File: config.mk
export PLATFORM = sky130hd
export DESIGN_NAME = motor_driver_io_logic
export DESIGN_NICKNAME = d
export VERILOG_FILES = /design/src/rtl/motor_io_pkg.sv /design/src/rtl/input_sync.sv /design/src/rtl/motor_driver_io_logic.sv /design/src/rtl/speed_pulse_gen.sv
export VERILOG_INCLUDE_DIRS = /design/src /design/src/rtl
export SDC_FILE = /design/constraint.sdc
export NUM_CORES = 1
export LEC_CHECK = 0
export ABC_AREA = 1
export ABC_CLOCK_PERIOD_IN_PS = 3900
export BUFFER_PORTS_ARGS = -buffer_cell sky130_fd_sc_hd__buf_4
export CORE_MARGIN = 4
export CORE_UTILIZATION = 56
export CTS_CLUSTER_SIZE = 20
export DETAILED_ROUTE_END_ITERATION = 16
export HOLD_SLACK_MARGIN = 0.05
export PLACE_DENSITY = 0.82
export SKIP_LAST_GASP = 1
export SLEW_MARGIN = 20
export SYNTH_ARGS = -nofsm -noshare
export SYNTH_HDL_FRONTEND = slang
export SYNTH_SLANG_ARGS = --single-unit
export TNS_END_PERCENT = 30
File: constraint.sdc
create_clock -name mclk -period 3.9 [get_ports mclk]
set_clock_uncertainty 0.2 [all_clocks]
set_input_delay 0.39 -clock mclk [delete_from_list [all_inputs] [get_ports mclk]]
set_output_delay 0.39 -clock mclk [all_outputs]
set_load 0.05 [all_outputs]
File: src/rtl/motor_io_map.svh
// Widths, reset values, codes and timing counts of the motor driver I/O logic
`ifndef MOTOR_IO_MAP_SVH
`define MOTOR_IO_MAP_SVH

// ==========================================
// Clock and timing
`define MIO_CLK_PERIOD_NS 100
`define MIO_PULSE_WIDTH_NS 200000
`define MIO_PULSE_CYCLES ((`MIO_PULSE_WIDTH_NS + `MIO_CLK_PERIOD_NS - 1) / `MIO_CLK_PERIOD_NS)
`define MIO_BLINK_HALF_MS 250
`define MIO_BLINK_CYCLES ((`MIO_BLINK_HALF_MS * 1000000) / `MIO_CLK_PERIOD_NS)

// ==========================================
// Pulses per output-shaft revolution, kept for reference by the motor loop
`define MIO_PULSES_PER_REV 30

// ==========================================
// Speed-reached detection width in r/min
`define MIO_VA_WIDTH_MIN 9'h001
`define MIO_VA_WIDTH_MAX 9'h190
`define MIO_VA_WIDTH_RST 9'h0C8

// ==========================================
// Alarm codes shown on the display
`define MIO_CODE_NONE 4'h0
`define MIO_CODE_OVERCURRENT 4'h1
`define MIO_CODE_NVM_ERROR 4'h2
`define MIO_CODE_PROTECT 4'h3
`define MIO_CODE_EXT_STOP 4'h4

// ==========================================
// Reset values of configuration defaults
`define MIO_INVERT_RST 1'h0
`define MIO_AUTO_CLEAR_RST 1'h1
`define MIO_POSITIVE_CW_RST 1'h1

`endif

File: src/rtl/motor_io_pkg.sv
// Types shared by the motor driver I/O logic
package motor_io_pkg;

    // Functions that an output terminal can carry
    typedef enum logic [2:0] {
        OUT_SPEED_PULSE,
        OUT_FAULT,
        OUT_MOTION,
        OUT_NOTICE,
        OUT_TORQUE_LIMITED,
        OUT_SPEED_REACHED,
        OUT_DIRECTION
    } out_func_e;

    // Run and stop sequencing states
    typedef enum logic [2:0] {
        ST_IDLE,
        ST_RUN,
        ST_DECEL,
        ST_BRAKE,
        ST_FAULT
    } run_state_e;

endpackage

File: src/rtl/input_sync.sv
// Two-stage synchroniser for a vector of external inputs
`timescale 1ns/10ps

module input_sync #(
    parameter int W = 1,
    parameter logic [W-1:0] RST_VAL = '0
) (
    input wire logic mclk,
    input wire logic sys_rst,
    input wire logic [W-1:0] async_in,
    output logic [W-1:0] sync_out
);

    logic [W-1:0] meta_q;
    logic [W-1:0] meta_d;
    logic [W-1:0] stable_q;
    logic [W-1:0] stable_d;

    // Next values of both stages
    always_comb begin
        meta_d = async_in;
        stable_d = meta_q;
    end

    // First stage feeds only the second stage
    always_ff @(posedge mclk) begin
        if (sys_rst) begin
            meta_q <= RST_VAL;
            stable_q <= RST_VAL;
        end else begin
            meta_q <= meta_d;
            stable_q <= stable_d;
        end
    end

    assign sync_out = stable_q;

endmodule

File: src/rtl/motor_driver_io_logic.sv
// Discrete input decoding and output generation of a brushless motor driver
`timescale 1ns/10ps
`include "motor_io_map.svh"

module motor_driver_io_logic #(
    parameter int TERM_N = 2,
    parameter int SPEED_W = 12,
    parameter int PULSE_CYCLES = `MIO_PULSE_CYCLES,
    parameter int BLINK_CYCLES = `MIO_BLINK_CYCLES
) (
    input wire logic mclk,
    input wire logic sys_rst,
    // Host operation inputs
    input wire logic cw_run_cmd,
    input wire logic ccw_run_cmd,
    input wire logic stop_style_sel,
    input wire logic start_hold_in,
    input wire logic run_enable_in,
    input wire logic direction_select,
    input wire logic data_sel_bit0,
    input wire logic data_sel_bit1,
    input wire logic data_sel_bit2,
    input wire logic data_sel_bit3,
    input wire logic fault_clear_in,
    input wire logic notice_clear_in,
    input wire logic [TERM_N-1:0] torque_limit_en_in,
    input wire logic [TERM_N-1:0] panel_lock_release,
    input wire logic [TERM_N-1:0] external_stop_in,
    // Terminal assignment and settings
    input wire logic three_wire_mode,
    input wire logic [3:0] data_sel_assigned,
    input wire logic [TERM_N-1:0] torque_limit_assigned,
    input wire logic [TERM_N-1:0] panel_lock_assigned,
    input wire logic [TERM_N-1:0] external_stop_assigned,
    input wire logic [2:0] out_a_func,
    input wire logic [2:0] out_b_func,
    input wire logic out_a_invert,
    input wire logic out_b_invert,
    input wire logic notice_auto_clear,
    input wire logic positive_is_cw,
    input wire logic [8:0] va_width,
    // Motor control loop status
    input wire logic shaft_tick,
    input wire logic motor_turning,
    input wire logic motor_turning_cw,
    input wire logic [SPEED_W-1:0] speed_actual,
    input wire logic [SPEED_W-1:0] speed_target,
    input wire logic torque_at_limit,
    input wire logic notice_cause,
    input wire logic overcurrent_trip,
    input wire logic nvm_error_trip,
    input wire logic protect_trip,
    // Commands to the motor control loop
    output logic run_cmd,
    output logic dir_cw_cmd,
    output logic decel_stop_cmd,
    output logic instant_stop_cmd,
    output logic coast_cmd,
    output logic [3:0] data_sel_num,
    output logic torque_limit_on,
    output logic panel_unlocked,
    // Status and terminals
    output logic fault_out_n,
    output logic alarm_led,
    output logic [3:0] alarm_code,
    output logic motion_out,
    output logic notice_flag_out,
    output logic torque_limited_flag,
    output logic speed_reached_flag,
    output logic rotation_sense_out,
    output logic speed_pulse_out,
    output logic output_terminal_a,
    output logic output_terminal_b
);

    localparam int SYNC_W = 12 + 3 * TERM_N;
    localparam int BC_W = $clog2(BLINK_CYCLES + 1);

    initial begin
        if (TERM_N < 1 || SPEED_W < 9 || BLINK_CYCLES < 1) begin
            $error("motor_driver_io_logic: unsupported parameter values");
        end
    end

    // ==========================================
    // Input synchronisation
    logic [SYNC_W-1:0] raw_vec;
    logic [SYNC_W-1:0] syn_vec;
    logic cw_s, ccw_s, style_s, hold_s, enable_s, dirsel_s, fclr_s, nclr_s;
    logic [3:0] dsel_s;
    logic [TERM_N-1:0] tl_s, lock_s, ext_s;

    assign raw_vec = {external_stop_in, panel_lock_release, torque_limit_en_in,
                      notice_clear_in, fault_clear_in, data_sel_bit3, data_sel_bit2,
                      data_sel_bit1, data_sel_bit0, direction_select, run_enable_in,
                      start_hold_in, stop_style_sel, ccw_run_cmd, cw_run_cmd};

    input_sync #(
        .W(SYNC_W),
        .RST_VAL({{TERM_N{1'b1}}, {(SYNC_W - TERM_N){1'b0}}})
    ) u_sync (
        .mclk(mclk),
        .sys_rst(sys_rst),
        .async_in(raw_vec),
        .sync_out(syn_vec)
    );

    assign {ext_s, lock_s, tl_s, nclr_s, fclr_s, dsel_s, dirsel_s, enable_s,
            hold_s, style_s, ccw_s, cw_s} = syn_vec;

    // ==========================================
    // Helper functions
    // All assigned terminals on; unassigned ones count as on
    function automatic logic all_on(input logic [TERM_N-1:0] val,
                                    input logic [TERM_N-1:0] asg);
        all_on = &(val | ~asg);
    endfunction

    // Selects the raw level of a terminal function
    function automatic logic func_level(input logic [2:0] sel, input logic pulse,
                                        input logic fault_n, input logic motion,
                                        input logic notice, input logic tlim,
                                        input logic reached, input logic sense);
        case (motor_io_pkg::out_func_e'(sel))
            motor_io_pkg::OUT_SPEED_PULSE: func_level = pulse;
            motor_io_pkg::OUT_FAULT: func_level = fault_n;
            motor_io_pkg::OUT_MOTION: func_level = motion;
            motor_io_pkg::OUT_NOTICE: func_level = notice;
            motor_io_pkg::OUT_TORQUE_LIMITED: func_level = tlim;
            motor_io_pkg::OUT_SPEED_REACHED: func_level = reached;
            motor_io_pkg::OUT_DIRECTION: func_level = sense;
            default: func_level = 1'b0;
        endcase
    endfunction

    // ==========================================
    // Decoded operation inputs
    logic ext_ok, run_req, instant_req, fwd_req, req_cw, fclr_block;
    logic [3:0] dsel_d;

    always_comb begin
        ext_ok = all_on(ext_s, external_stop_assigned);
        run_req = 1'b0;
        instant_req = style_s;
        fwd_req = cw_s;
        req_cw = 1'b1;
        if (three_wire_mode) begin
            run_req = hold_s & enable_s;
            // Run-enable drop is an instant stop
            instant_req = ~enable_s;
            req_cw = ~dirsel_s;
        end else begin
            // Single run command picks the direction
            run_req = cw_s ^ ccw_s;
            // Forward direction follows the positive setting
            req_cw = cw_s ? positive_is_cw : ~positive_is_cw;
            // Stop style chooses the stop kind
            instant_req = style_s;
        end
        // Mode chooses which inputs block fault clear
        fclr_block = three_wire_mode ? (hold_s & enable_s) : (cw_s | ccw_s);
        dsel_d = dsel_s & data_sel_assigned;
    end

    // ==========================================
    // Run and fault sequencing
    motor_io_pkg::run_state_e state_q, state_d;
    logic dir_cw_q, dir_cw_d;
    logic [3:0] code_q, code_d;
    logic hard_q, hard_d;
    logic fclr_q, fclr_d;
    logic fclr_rise;

    always_comb begin
        state_d = state_q;
        dir_cw_d = dir_cw_q;
        code_d = code_q;
        hard_d = hard_q;
        fclr_d = fclr_s;
        fclr_rise = fclr_s & ~fclr_q;
        // Overcurrent and memory errors latch for good
        if (overcurrent_trip || nvm_error_trip) begin
            state_d = motor_io_pkg::ST_FAULT;
            hard_d = 1'b1;
            code_d = overcurrent_trip ? `MIO_CODE_OVERCURRENT : `MIO_CODE_NVM_ERROR;
        end else if (state_q != motor_io_pkg::ST_FAULT && protect_trip) begin
            // Any protective trip enters the fault state
            state_d = motor_io_pkg::ST_FAULT;
            code_d = `MIO_CODE_PROTECT;
        end else if (state_q != motor_io_pkg::ST_FAULT && !ext_ok) begin
            state_d = motor_io_pkg::ST_FAULT;
            code_d = `MIO_CODE_EXT_STOP;
        end else begin
            case (state_q)
                motor_io_pkg::ST_IDLE: begin
                    if (run_req) begin
                        state_d = motor_io_pkg::ST_RUN;
                        dir_cw_d = req_cw;
                    end
                end
                motor_io_pkg::ST_RUN: begin
                    if (!run_req) begin
                        state_d = instant_req ? motor_io_pkg::ST_BRAKE
                                              : motor_io_pkg::ST_DECEL;
                    end else begin
                        dir_cw_d = req_cw;
                    end
                end
                motor_io_pkg::ST_DECEL, motor_io_pkg::ST_BRAKE: begin
                    if (!motor_turning) begin
                        state_d = motor_io_pkg::ST_IDLE;
                    end else if (state_q == motor_io_pkg::ST_DECEL && instant_req
                                 && !run_req) begin
                        state_d = motor_io_pkg::ST_BRAKE;
                    end
                end
                motor_io_pkg::ST_FAULT: begin
                    // Clear only with both run commands off (three-wire: hold and enable not both on) and cause gone
                    if (fclr_rise && !fclr_block && !hard_q && !protect_trip && ext_ok) begin
                        state_d = motor_io_pkg::ST_IDLE;
                        code_d = `MIO_CODE_NONE;
                    end
                end
                default: state_d = motor_io_pkg::ST_IDLE;
            endcase
        end
    end

    // Sequencing registers
    always_ff @(posedge mclk) begin
        if (sys_rst) begin
            state_q <= motor_io_pkg::ST_IDLE;
            dir_cw_q <= 1'b1;
            code_q <= `MIO_CODE_NONE;
            hard_q <= 1'b0;
            fclr_q <= 1'b0;
        end else begin
            state_q <= state_d;
            dir_cw_q <= dir_cw_d;
            code_q <= code_d;
            hard_q <= hard_d;
            fclr_q <= fclr_d;
        end
    end

    // ==========================================
    // Alarm indicator blink and notice flag
    logic [BC_W-1:0] blink_cnt_q, blink_cnt_d;
    logic blink_q, blink_d;
    logic notice_q, notice_d;

    always_comb begin
        blink_cnt_d = '0;
        blink_d = 1'b0;
        // Blink the alarm indicator during a fault
        if (state_q == motor_io_pkg::ST_FAULT) begin
            blink_d = blink_q;
            if (blink_cnt_q == BC_W'(BLINK_CYCLES - 1)) begin
                blink_d = ~blink_q;
            end else begin
                blink_cnt_d = blink_cnt_q + BC_W'(1);
            end
        end
        notice_d = notice_q;
        if (notice_cause) begin
            notice_d = 1'b1;
        end else if (notice_auto_clear || nclr_s) begin
            notice_d = 1'b0;
        end
    end

    // Blink and notice registers
    always_ff @(posedge mclk) begin
        if (sys_rst) begin
            blink_cnt_q <= '0;
            blink_q <= 1'b0;
            notice_q <= 1'b0;
        end else begin
            blink_cnt_q <= blink_cnt_d;
            blink_q <= blink_d;
            notice_q <= notice_d;
        end
    end

    // ==========================================
    // Status flags and registered outputs
    logic [SPEED_W-1:0] speed_diff;
    logic [8:0] va_eff;
    logic reached_d, tlim_d, motion_d, sense_d, tl_on_d, unlock_d, fault_n_d;
    logic reached_q, tlim_q, motion_q, sense_q, tl_on_q, unlock_q, fault_n_q;
    logic spd_pulse;

    // Speed pulse of fixed width per shaft tick that arrives outside a pulse
    speed_pulse_gen #(
        .WIDTH_CYCLES(PULSE_CYCLES)
    ) u_pulse (
        .mclk(mclk),
        .sys_rst(sys_rst),
        .shaft_tick(shaft_tick),
        .pulse_out(spd_pulse)
    );

    always_comb begin
        speed_diff = (speed_actual > speed_target) ? (speed_actual - speed_target)
                                                   : (speed_target - speed_actual);
        // Out-of-range width is clamped into 1 to 400 r/min
        va_eff = va_width;
        if (va_width < `MIO_VA_WIDTH_MIN) begin
            va_eff = `MIO_VA_WIDTH_MIN;
        end else if (va_width > `MIO_VA_WIDTH_MAX) begin
            va_eff = `MIO_VA_WIDTH_MAX;
        end
        reached_d = (state_q == motor_io_pkg::ST_RUN)
                    && (speed_diff <= SPEED_W'(va_eff));
        tlim_d = torque_at_limit;
        motion_d = (state_q == motor_io_pkg::ST_RUN) && motor_turning;
        sense_d = motor_turning && (motor_turning_cw == positive_is_cw);
        tl_on_d = all_on(tl_s, torque_limit_assigned);
        // Panel restrictions follow the release input
        unlock_d = all_on(lock_s, panel_lock_assigned);
        // Fault output opens on any trip
        fault_n_d = (state_d != motor_io_pkg::ST_FAULT);
    end

    // Flag registers
    always_ff @(posedge mclk) begin
        if (sys_rst) begin
            reached_q <= 1'b0;
            tlim_q <= 1'b0;
            motion_q <= 1'b0;
            sense_q <= 1'b0;
            tl_on_q <= 1'b1;
            unlock_q <= 1'b1;
            fault_n_q <= 1'b1;
        end else begin
            reached_q <= reached_d;
            tlim_q <= tlim_d;
            motion_q <= motion_d;
            sense_q <= sense_d;
            tl_on_q <= tl_on_d;
            unlock_q <= unlock_d;
            fault_n_q <= fault_n_d;
        end
    end

    // ==========================================
    // Output terminals
    logic term_a_d, term_b_d, term_a_q, term_b_q;

    always_comb begin
        // Invert unless carrying the speed pulse
        term_a_d = func_level(out_a_func, spd_pulse, fault_n_q, motion_q, notice_q,
                              tlim_q, reached_q, sense_q)
                   ^ (out_a_invert && out_a_func != 3'(motor_io_pkg::OUT_SPEED_PULSE));
        term_b_d = func_level(out_b_func, spd_pulse, fault_n_q, motion_q, notice_q,
                              tlim_q, reached_q, sense_q)
                   ^ (out_b_invert && out_b_func != 3'(motor_io_pkg::OUT_SPEED_PULSE));
    end

    // Terminal registers
    always_ff @(posedge mclk) begin
        if (sys_rst) begin
            term_a_q <= `MIO_INVERT_RST;
            term_b_q <= `MIO_INVERT_RST;
        end else begin
            term_a_q <= term_a_d;
            term_b_q <= term_b_d;
        end
    end

    // Command and status drive
    assign run_cmd = (state_q == motor_io_pkg::ST_RUN);
    assign dir_cw_cmd = dir_cw_q;
    assign decel_stop_cmd = (state_q == motor_io_pkg::ST_DECEL);
    // External stop brakes instead of coasting
    assign instant_stop_cmd = (state_q == motor_io_pkg::ST_BRAKE)
                              || (state_q == motor_io_pkg::ST_FAULT
                                  && code_q == `MIO_CODE_EXT_STOP);
    // Other trips let the motor coast
    assign coast_cmd = (state_q == motor_io_pkg::ST_FAULT)
                       && (code_q != `MIO_CODE_EXT_STOP);
    assign data_sel_num = dsel_d;
    assign torque_limit_on = tl_on_q;
    assign panel_unlocked = unlock_q;
    assign fault_out_n = fault_n_q;
    assign alarm_led = blink_q;
    assign alarm_code = code_q;
    assign motion_out = motion_q;
    assign notice_flag_out = notice_q;
    assign torque_limited_flag = tlim_q;
    assign speed_reached_flag = reached_q;
    assign rotation_sense_out = sense_q;
    assign speed_pulse_out = spd_pulse;
    assign output_terminal_a = term_a_q;
    assign output_terminal_b = term_b_q;

endmodule

File: src/rtl/speed_pulse_gen.sv
// Fixed-width speed pulse generator driven by shaft position ticks
`timescale 1ns/10ps
`include "motor_io_map.svh"

module speed_pulse_gen #(
    parameter int WIDTH_CYCLES = `MIO_PULSE_CYCLES
) (
    input wire logic mclk,
    input wire logic sys_rst,
    input wire logic shaft_tick,
    output logic pulse_out
);

    localparam int CW = $clog2(WIDTH_CYCLES + 1);

    logic [CW-1:0] cnt_q;
    logic [CW-1:0] cnt_d;
    logic pulse_q;
    logic pulse_d;

    initial begin
        if (WIDTH_CYCLES < 1) begin
            $error("speed_pulse_gen: pulse width must be at least one cycle");
        end
    end

    // Start a pulse on a tick; ticks inside a pulse are absorbed
    always_comb begin
        cnt_d = cnt_q;
        pulse_d = pulse_q;
        if (pulse_q) begin
            if (cnt_q == CW'(WIDTH_CYCLES - 1)) begin
                pulse_d = 1'b0;
                cnt_d = '0;
            end else begin
                cnt_d = cnt_q + CW'(1);
            end
        end else if (shaft_tick) begin
            pulse_d = 1'b1;
            cnt_d = '0;
        end
    end

    // Pulse registers
    always_ff @(posedge mclk) begin
        if (sys_rst) begin
            cnt_q <= '0;
            pulse_q <= 1'b0;
        end else begin
            cnt_q <= cnt_d;
            pulse_q <= pulse_d;
        end
    end

    assign pulse_out = pulse_q;

endmodule

[Word-level counts from Yosys, hierarchy flattened]
Cells that the tools add are included.
Storage, ports and cells
  register bits: 91
  bits of input ports: 82
  word-level logic and storage cells: 149
Cells by class
  $add $sub $neg: 4
  order comparisons: 4
  equal/unequal tests: 23
  mux-type cells: 34
  bitwise logic cells: 22
  reductions and logical operators: 41
Operators by type and width (number)
  two-way mux 11 bit: 3
  two-way mux 3 bit: 8
  subtractor 12 bit: 2
  adder 22 x 1 -> 22 bit, second input constant: 1
  equality test 22 bit, second input constant: 1
  equality test 3 bit, second input constant: 7
  two-way mux 4 bit: 5
  equality test 3 x 2 -> 1 bit, second input constant: 6
  two-way mux 9 bit: 2
  logical AND 1 bit: 15
  one-hot mux 1 bit (7 select lines): 2
  > comparator 12 bit: 1
  <= comparator 12 x 9 -> 1 bit: 1
  two-way mux 12 bit: 1
  one-hot mux 3 bit (4 select lines): 1
  adder 11 x 1 -> 11 bit, second input constant: 1
  equality test 11 bit, second input constant: 1
  two-way mux 1 bit: 11
  equality test 3 x 1 -> 1 bit, second input constant: 3
  > comparator 9 bit, second input constant: 1
  zero test 3 bit: 3
  less-than comparator 9 x 1 -> 1 bit, second input constant: 1
  inverter 1 bit: 9
  AND reduction 2 bit: 4
  other kinds (19): 38

[Depth between registers and ports, before layout]
  depth after elaboration: 13
  gate-level depth with buffers: 26

[Cells and area by module]
Synthesis repeated with hierarchy kept, for this count alone.
Unflattened totals
  cells, all modules: 848
  area total of the unflattened synthesis: 5725.5 um^2
By module, submodules not included
  motor_driver_io_logic: instances 1, cells an instance 642, area each 3997.6 um^2, seq. area each 840.8 um^2
  input_sync: instances 1, cells an instance 113, area each 1044.8 um^2, seq. area each 720.7 um^2
  speed_pulse_gen: instances 1, cells an instance 93, area each 683.2 um^2, seq. area each 240.2 um^2

[Worst setup path after synthesis]
Ideal clock, no wire load.
  path type: input to register
  start: in speed_actual[0]
  end: reg reached_q, in the netlist speed_reached_flag
  library setup time: 0.116 ns
  arrival: 2.570 ns
  slack: 1.015 ns
  cell stages on the path: 25
  buffers on the path: 1
  cell sequence: inv_1 -> ha_1 -> inv_1 -> fa_1 -> nand3_1 -> nand3_1 -> nand3_1 -> nand3_1 -> nand2_1 -> buf_4 -> nand2_1 -> nand2_1 -> nor2_1 -> nor2_1 -> inv_1 -> ha_1 -> nand2_1 -> nor2_1 -> nand2_1 -> nand2_1 -> nand2_1 -> nand2_1 -> nand2_1 -> nand2_1 -> a21oi_1
Between the ends
  longest elaborated chain between the ends: 4
RTL lines
  start, declared: RTL line motor_driver_io_logic.sv:46  | input wire logic [SPEED_W-1:0] speed_actual,
  subtractor 12 bit (tied with other cells): RTL line motor_driver_io_logic.sv:305  | : (speed_target - speed_actual);
  two-way mux 12 bit *: RTL line motor_driver_io_logic.sv:304  | speed_diff = (speed_actual > speed_target) ? (speed_actual - speed_target)
  <= comparator 12 x 9 -> 1 bit *: RTL line motor_driver_io_logic.sv:314  | && (speed_diff <= SPEED_W'(va_eff));
  logical AND 1 bit *: RTL line motor_driver_io_logic.sv:314
  end signal, assigned: RTL line motor_driver_io_logic.sv:336  | reached_q <= reached_d;
  end, declared: RTL line motor_driver_io_logic.sv:290  | logic reached_q, tlim_q, motion_q, sense_q, tl_on_q, unlock_q, fault_n_q;
Every way passes the cells marked *; elsewhere a longest branch is shown, timed or not.
A chain may end at the register's enable or synchronous reset.

[Worst setup path in the final report]
Ends and elaborated chain as after synthesis.

==> results.json <==
{
  "p_clk_frac": 0.288,
  "cp-end-kind": "flip-flop",
  "p_seq_frac": 0.463,
  "core_sq_um": 9371,
  "pin_count": 107,
  "gr-total-overflow": 0,
  "final_cell_mix": "nand2_1, inv_1, buf_4",
  "ir_drop_mv": 0.2788,
  "met2_usage": 0.4011,
  "hold_viol_final": 0,
  "drc": 0,
  "vias": 5274,
  "synth_area_sq_um": 5474,
  "post_cts_buffers": 0,
  "crit_fanout": 11,
  "grt_busiest_layer": "met2",
  "grt_max_degree": 59,
  "grt_pass1_wl_um": 22200,
  "use_met3": 0.03913,
  "fmax_ghz": 0.3258,
  "worst_setup_path_start_kind": "primary input",
  "p_leak_nw": 3.368,
  "clkSlewWorstSetupHoldPaths_ps": 100,
  "tns_ps": 0,
  "ys_seq_elements": 90,
  "arrival_ps": 3140,
  "port_buffers": 105,
  "cts_tree": "built",
  "hold_ws_ps": 69.55,
  "swShare": 0.3204,
  "dpl_cell_area_sq_um": 6327,
  "final_area_sq_um": 6714,
  "ctsHtreeMaxLevel": 3,
  "grt_use_total": 0.2377,
  "start_util": 0.5841,
  "relSlewSlack": 0.4318,
  "timing_worst_setup_path_type": "primary input to flip-flop",
  "clock_path_buffers": 2,
  "yosysUniqueCellTypes": 40,
  "dp_hpwl_um": 9814,
  "reg2reg_depth": 8,
  "cellPowerDensity_nw_per_um2": 310.1,
  "routed_wl_um": 13040,
  "die_y_um": 106.9,
  "yosysSeqAreaShare": 0.3291,
  "holdPathStages": 3,
  "die_area_sq_um": 11420,
  "die_w_um": 106.9,
  "outcome": "finished, final reports clean",
  "wl_per_cell_um": 12.03,
  "maxSlewViolCount": 0,
  "grtUsageMet1": 0.3173,
  "final_common_cell": "nand2_1",
  "drive_above_1_share": 0.1654,
  "cp.required_ps": 3970,
  "synthCells": 831,
  "syn-num-nets": 950,
  "drt_iter0_drc": 330,
  "cts.sinks": 90,
  "gp_congestion": 0.8996,
  "insertion_delay_ps": 380,
  "layout.nets": 1069,
  "antenna_found_initial": 0,
  "clk_root_buffer_cell": "clkbuf_8",
  "antennaDiodeCount": 0,
  "timing.final.crit_share": 0.7870,
  "intPower_mw": 1.415,
  "power_switching_mw": 0.6671,
  "hold_class": "primary input to flip-flop",
  "drtPass1Iterations": 5,
  "rows": 35,
  "period_needed_ps": 3069,
  "yosys_warnings": 0,
  "cts_buffers": 9,
  "rsz0062_at_grt": "false",
  "cts_resized": 0,
  "grt_pass1_vias": 4965,
  "avgViaCountPerCell": 4.865,
  "final_antenna_net_count": 0,
  "setup_viol": 0,
  "cap_violations": 0,
  "postSynthAreaPerCell_sq_um": 6.587,
  "syn_to_final_growth_pct": 22.65,
  "tightest_slew_ps": 850.2,
  "comb_power_share": 0.249
}
==> state kept, by name, summed over array words and instances, names as in the netlist, 3 cells and up <==
name             cells
blink_cnt_q         22
u_sync.meta_q       18
u_sync.sync_out     18
u_pulse.cnt_q       11
alarm_code           3
state_q              3
==> worst paths after layout <==
| check | start | end | slack, ps |
|---|---|---|---|
| setup / recovery | speed_actual[0] | speed_reached_flag | 830 |
| hold / removal | motor_turning | motion_out | 70 |
| setup reg to reg | blink_cnt_q[0] | blink_cnt_q[16] | 1500 |
| hold reg to reg | u_sync.meta_q[2] | u_sync.sync_out[2] | 210 |
==> power groups by stage <==
stage	clock [mW]	sequential, mW	combinational, mW
after floorplan	0	1.01	0.315
after global placement	0	0.984	0.488
after detailed placement	0	0.984	0.496
after CTS	0.608	0.963	0.515
after global routing	0.637	0.967	0.589
final	0.600	0.963	0.519
==> logic make-up after synthesis <==
family	count (synthesis)	synth area share
adder cells (fa/ha/maj)	37	0.08731
AND/OR/NAND/NOR	396	0.3136
buffers and inverters	189	0.1355
AO/OA/AOI/OAI	95	0.09691
flip-flops	90	0.3291
XOR/XNOR	23	0.03680
other	1	0.0006851
==> metrics by stage <==
step | util | worst slack [ps] | std cells | power, mW
detailed placement | 0.6752 | 455.1 | 1048 | 1.479
CTS | 0.7164 | 855.3 | 1084 | 2.085
global placement | 0.6752 | 634.7 | 1048 | 1.471
global route | 0.7164 | 590.1 | 1084 | 2.192
finish | 0.7164 | 830.6 | 1084 | 2.082
floorplan | - | 1015 | 831 | 1.325
==> cell usage after synthesis, drive strengths merged <==
library cell,count,share of area
xnor2,7,0.011
inv,172,0.12
a31o,1,0.0016
a31oi,3,0.0034
nand3b,1,0.0014
nor2,106,0.074
ha,35,0.080
o22ai,7,0.0080
xor2,16,0.026
a32o,1,0.0018
or2,8,0.0091
dfxtp,90,0.33
clkbuf,8,0.0055
nor4,5,0.0057
fa,2,0.0073
nand2,199,0.14
nand3,38,0.035
o21ai,25,0.023
o21a,3,0.0041
o21bai,2,0.0027
a21o,1,0.0016
nand4,15,0.018
o211ai,2,0.0027
a211oi,5,0.0069
conb,1,0.00069
a21oi,45,0.041
nor3,19,0.023
buf,9,0.012
nor3b,5,0.0096
==> layer usage <==
metal / vias to the layer above / share of wire
met5: - / 0
met4: 0 / 0.013
met3: 12 / 0.046
met2: 141 / 0.48
met1: 2315 / 0.46
li1: 2806 / -
==> critical path, stage by stage <==
cell and delay (ps):
buf_4 110, inv_1 40, ha_1 150, inv_1 90, fa_1 450, nand3_1 100
nand3_1 130, nand3_1 100, nand3_1 60, nand2_1 270, inv_2 130, nand2_1 100
a21oi_1 60, nor2_1 90, inv_1 50, ha_1 270, nand2_1 40, nor2_1 110
nand2_1 70, nand2_1 60, nand2_1 50, nand2_1 60, nand2_1 50, nand2_1 60
a21oi_1 40
==> what timing repair did <==
action	in CTS	in global routing
hold endpoints to repair	20	0
endpoints found under the setup margin	0	0
hold buffers	20	0
==> area by class of cell <==
type                       instances  area, sq um
sequential                        90         1802
clock buffer                      10        137.6
timing repair buffer             125        988.4
inverter                         172        645.6
clock inverter                     6        48.80
multi-input combinational        552         2930
tap                              129        161.4
fill                             810         2658
No activity file was read; power rests on OpenSTA's default activity.
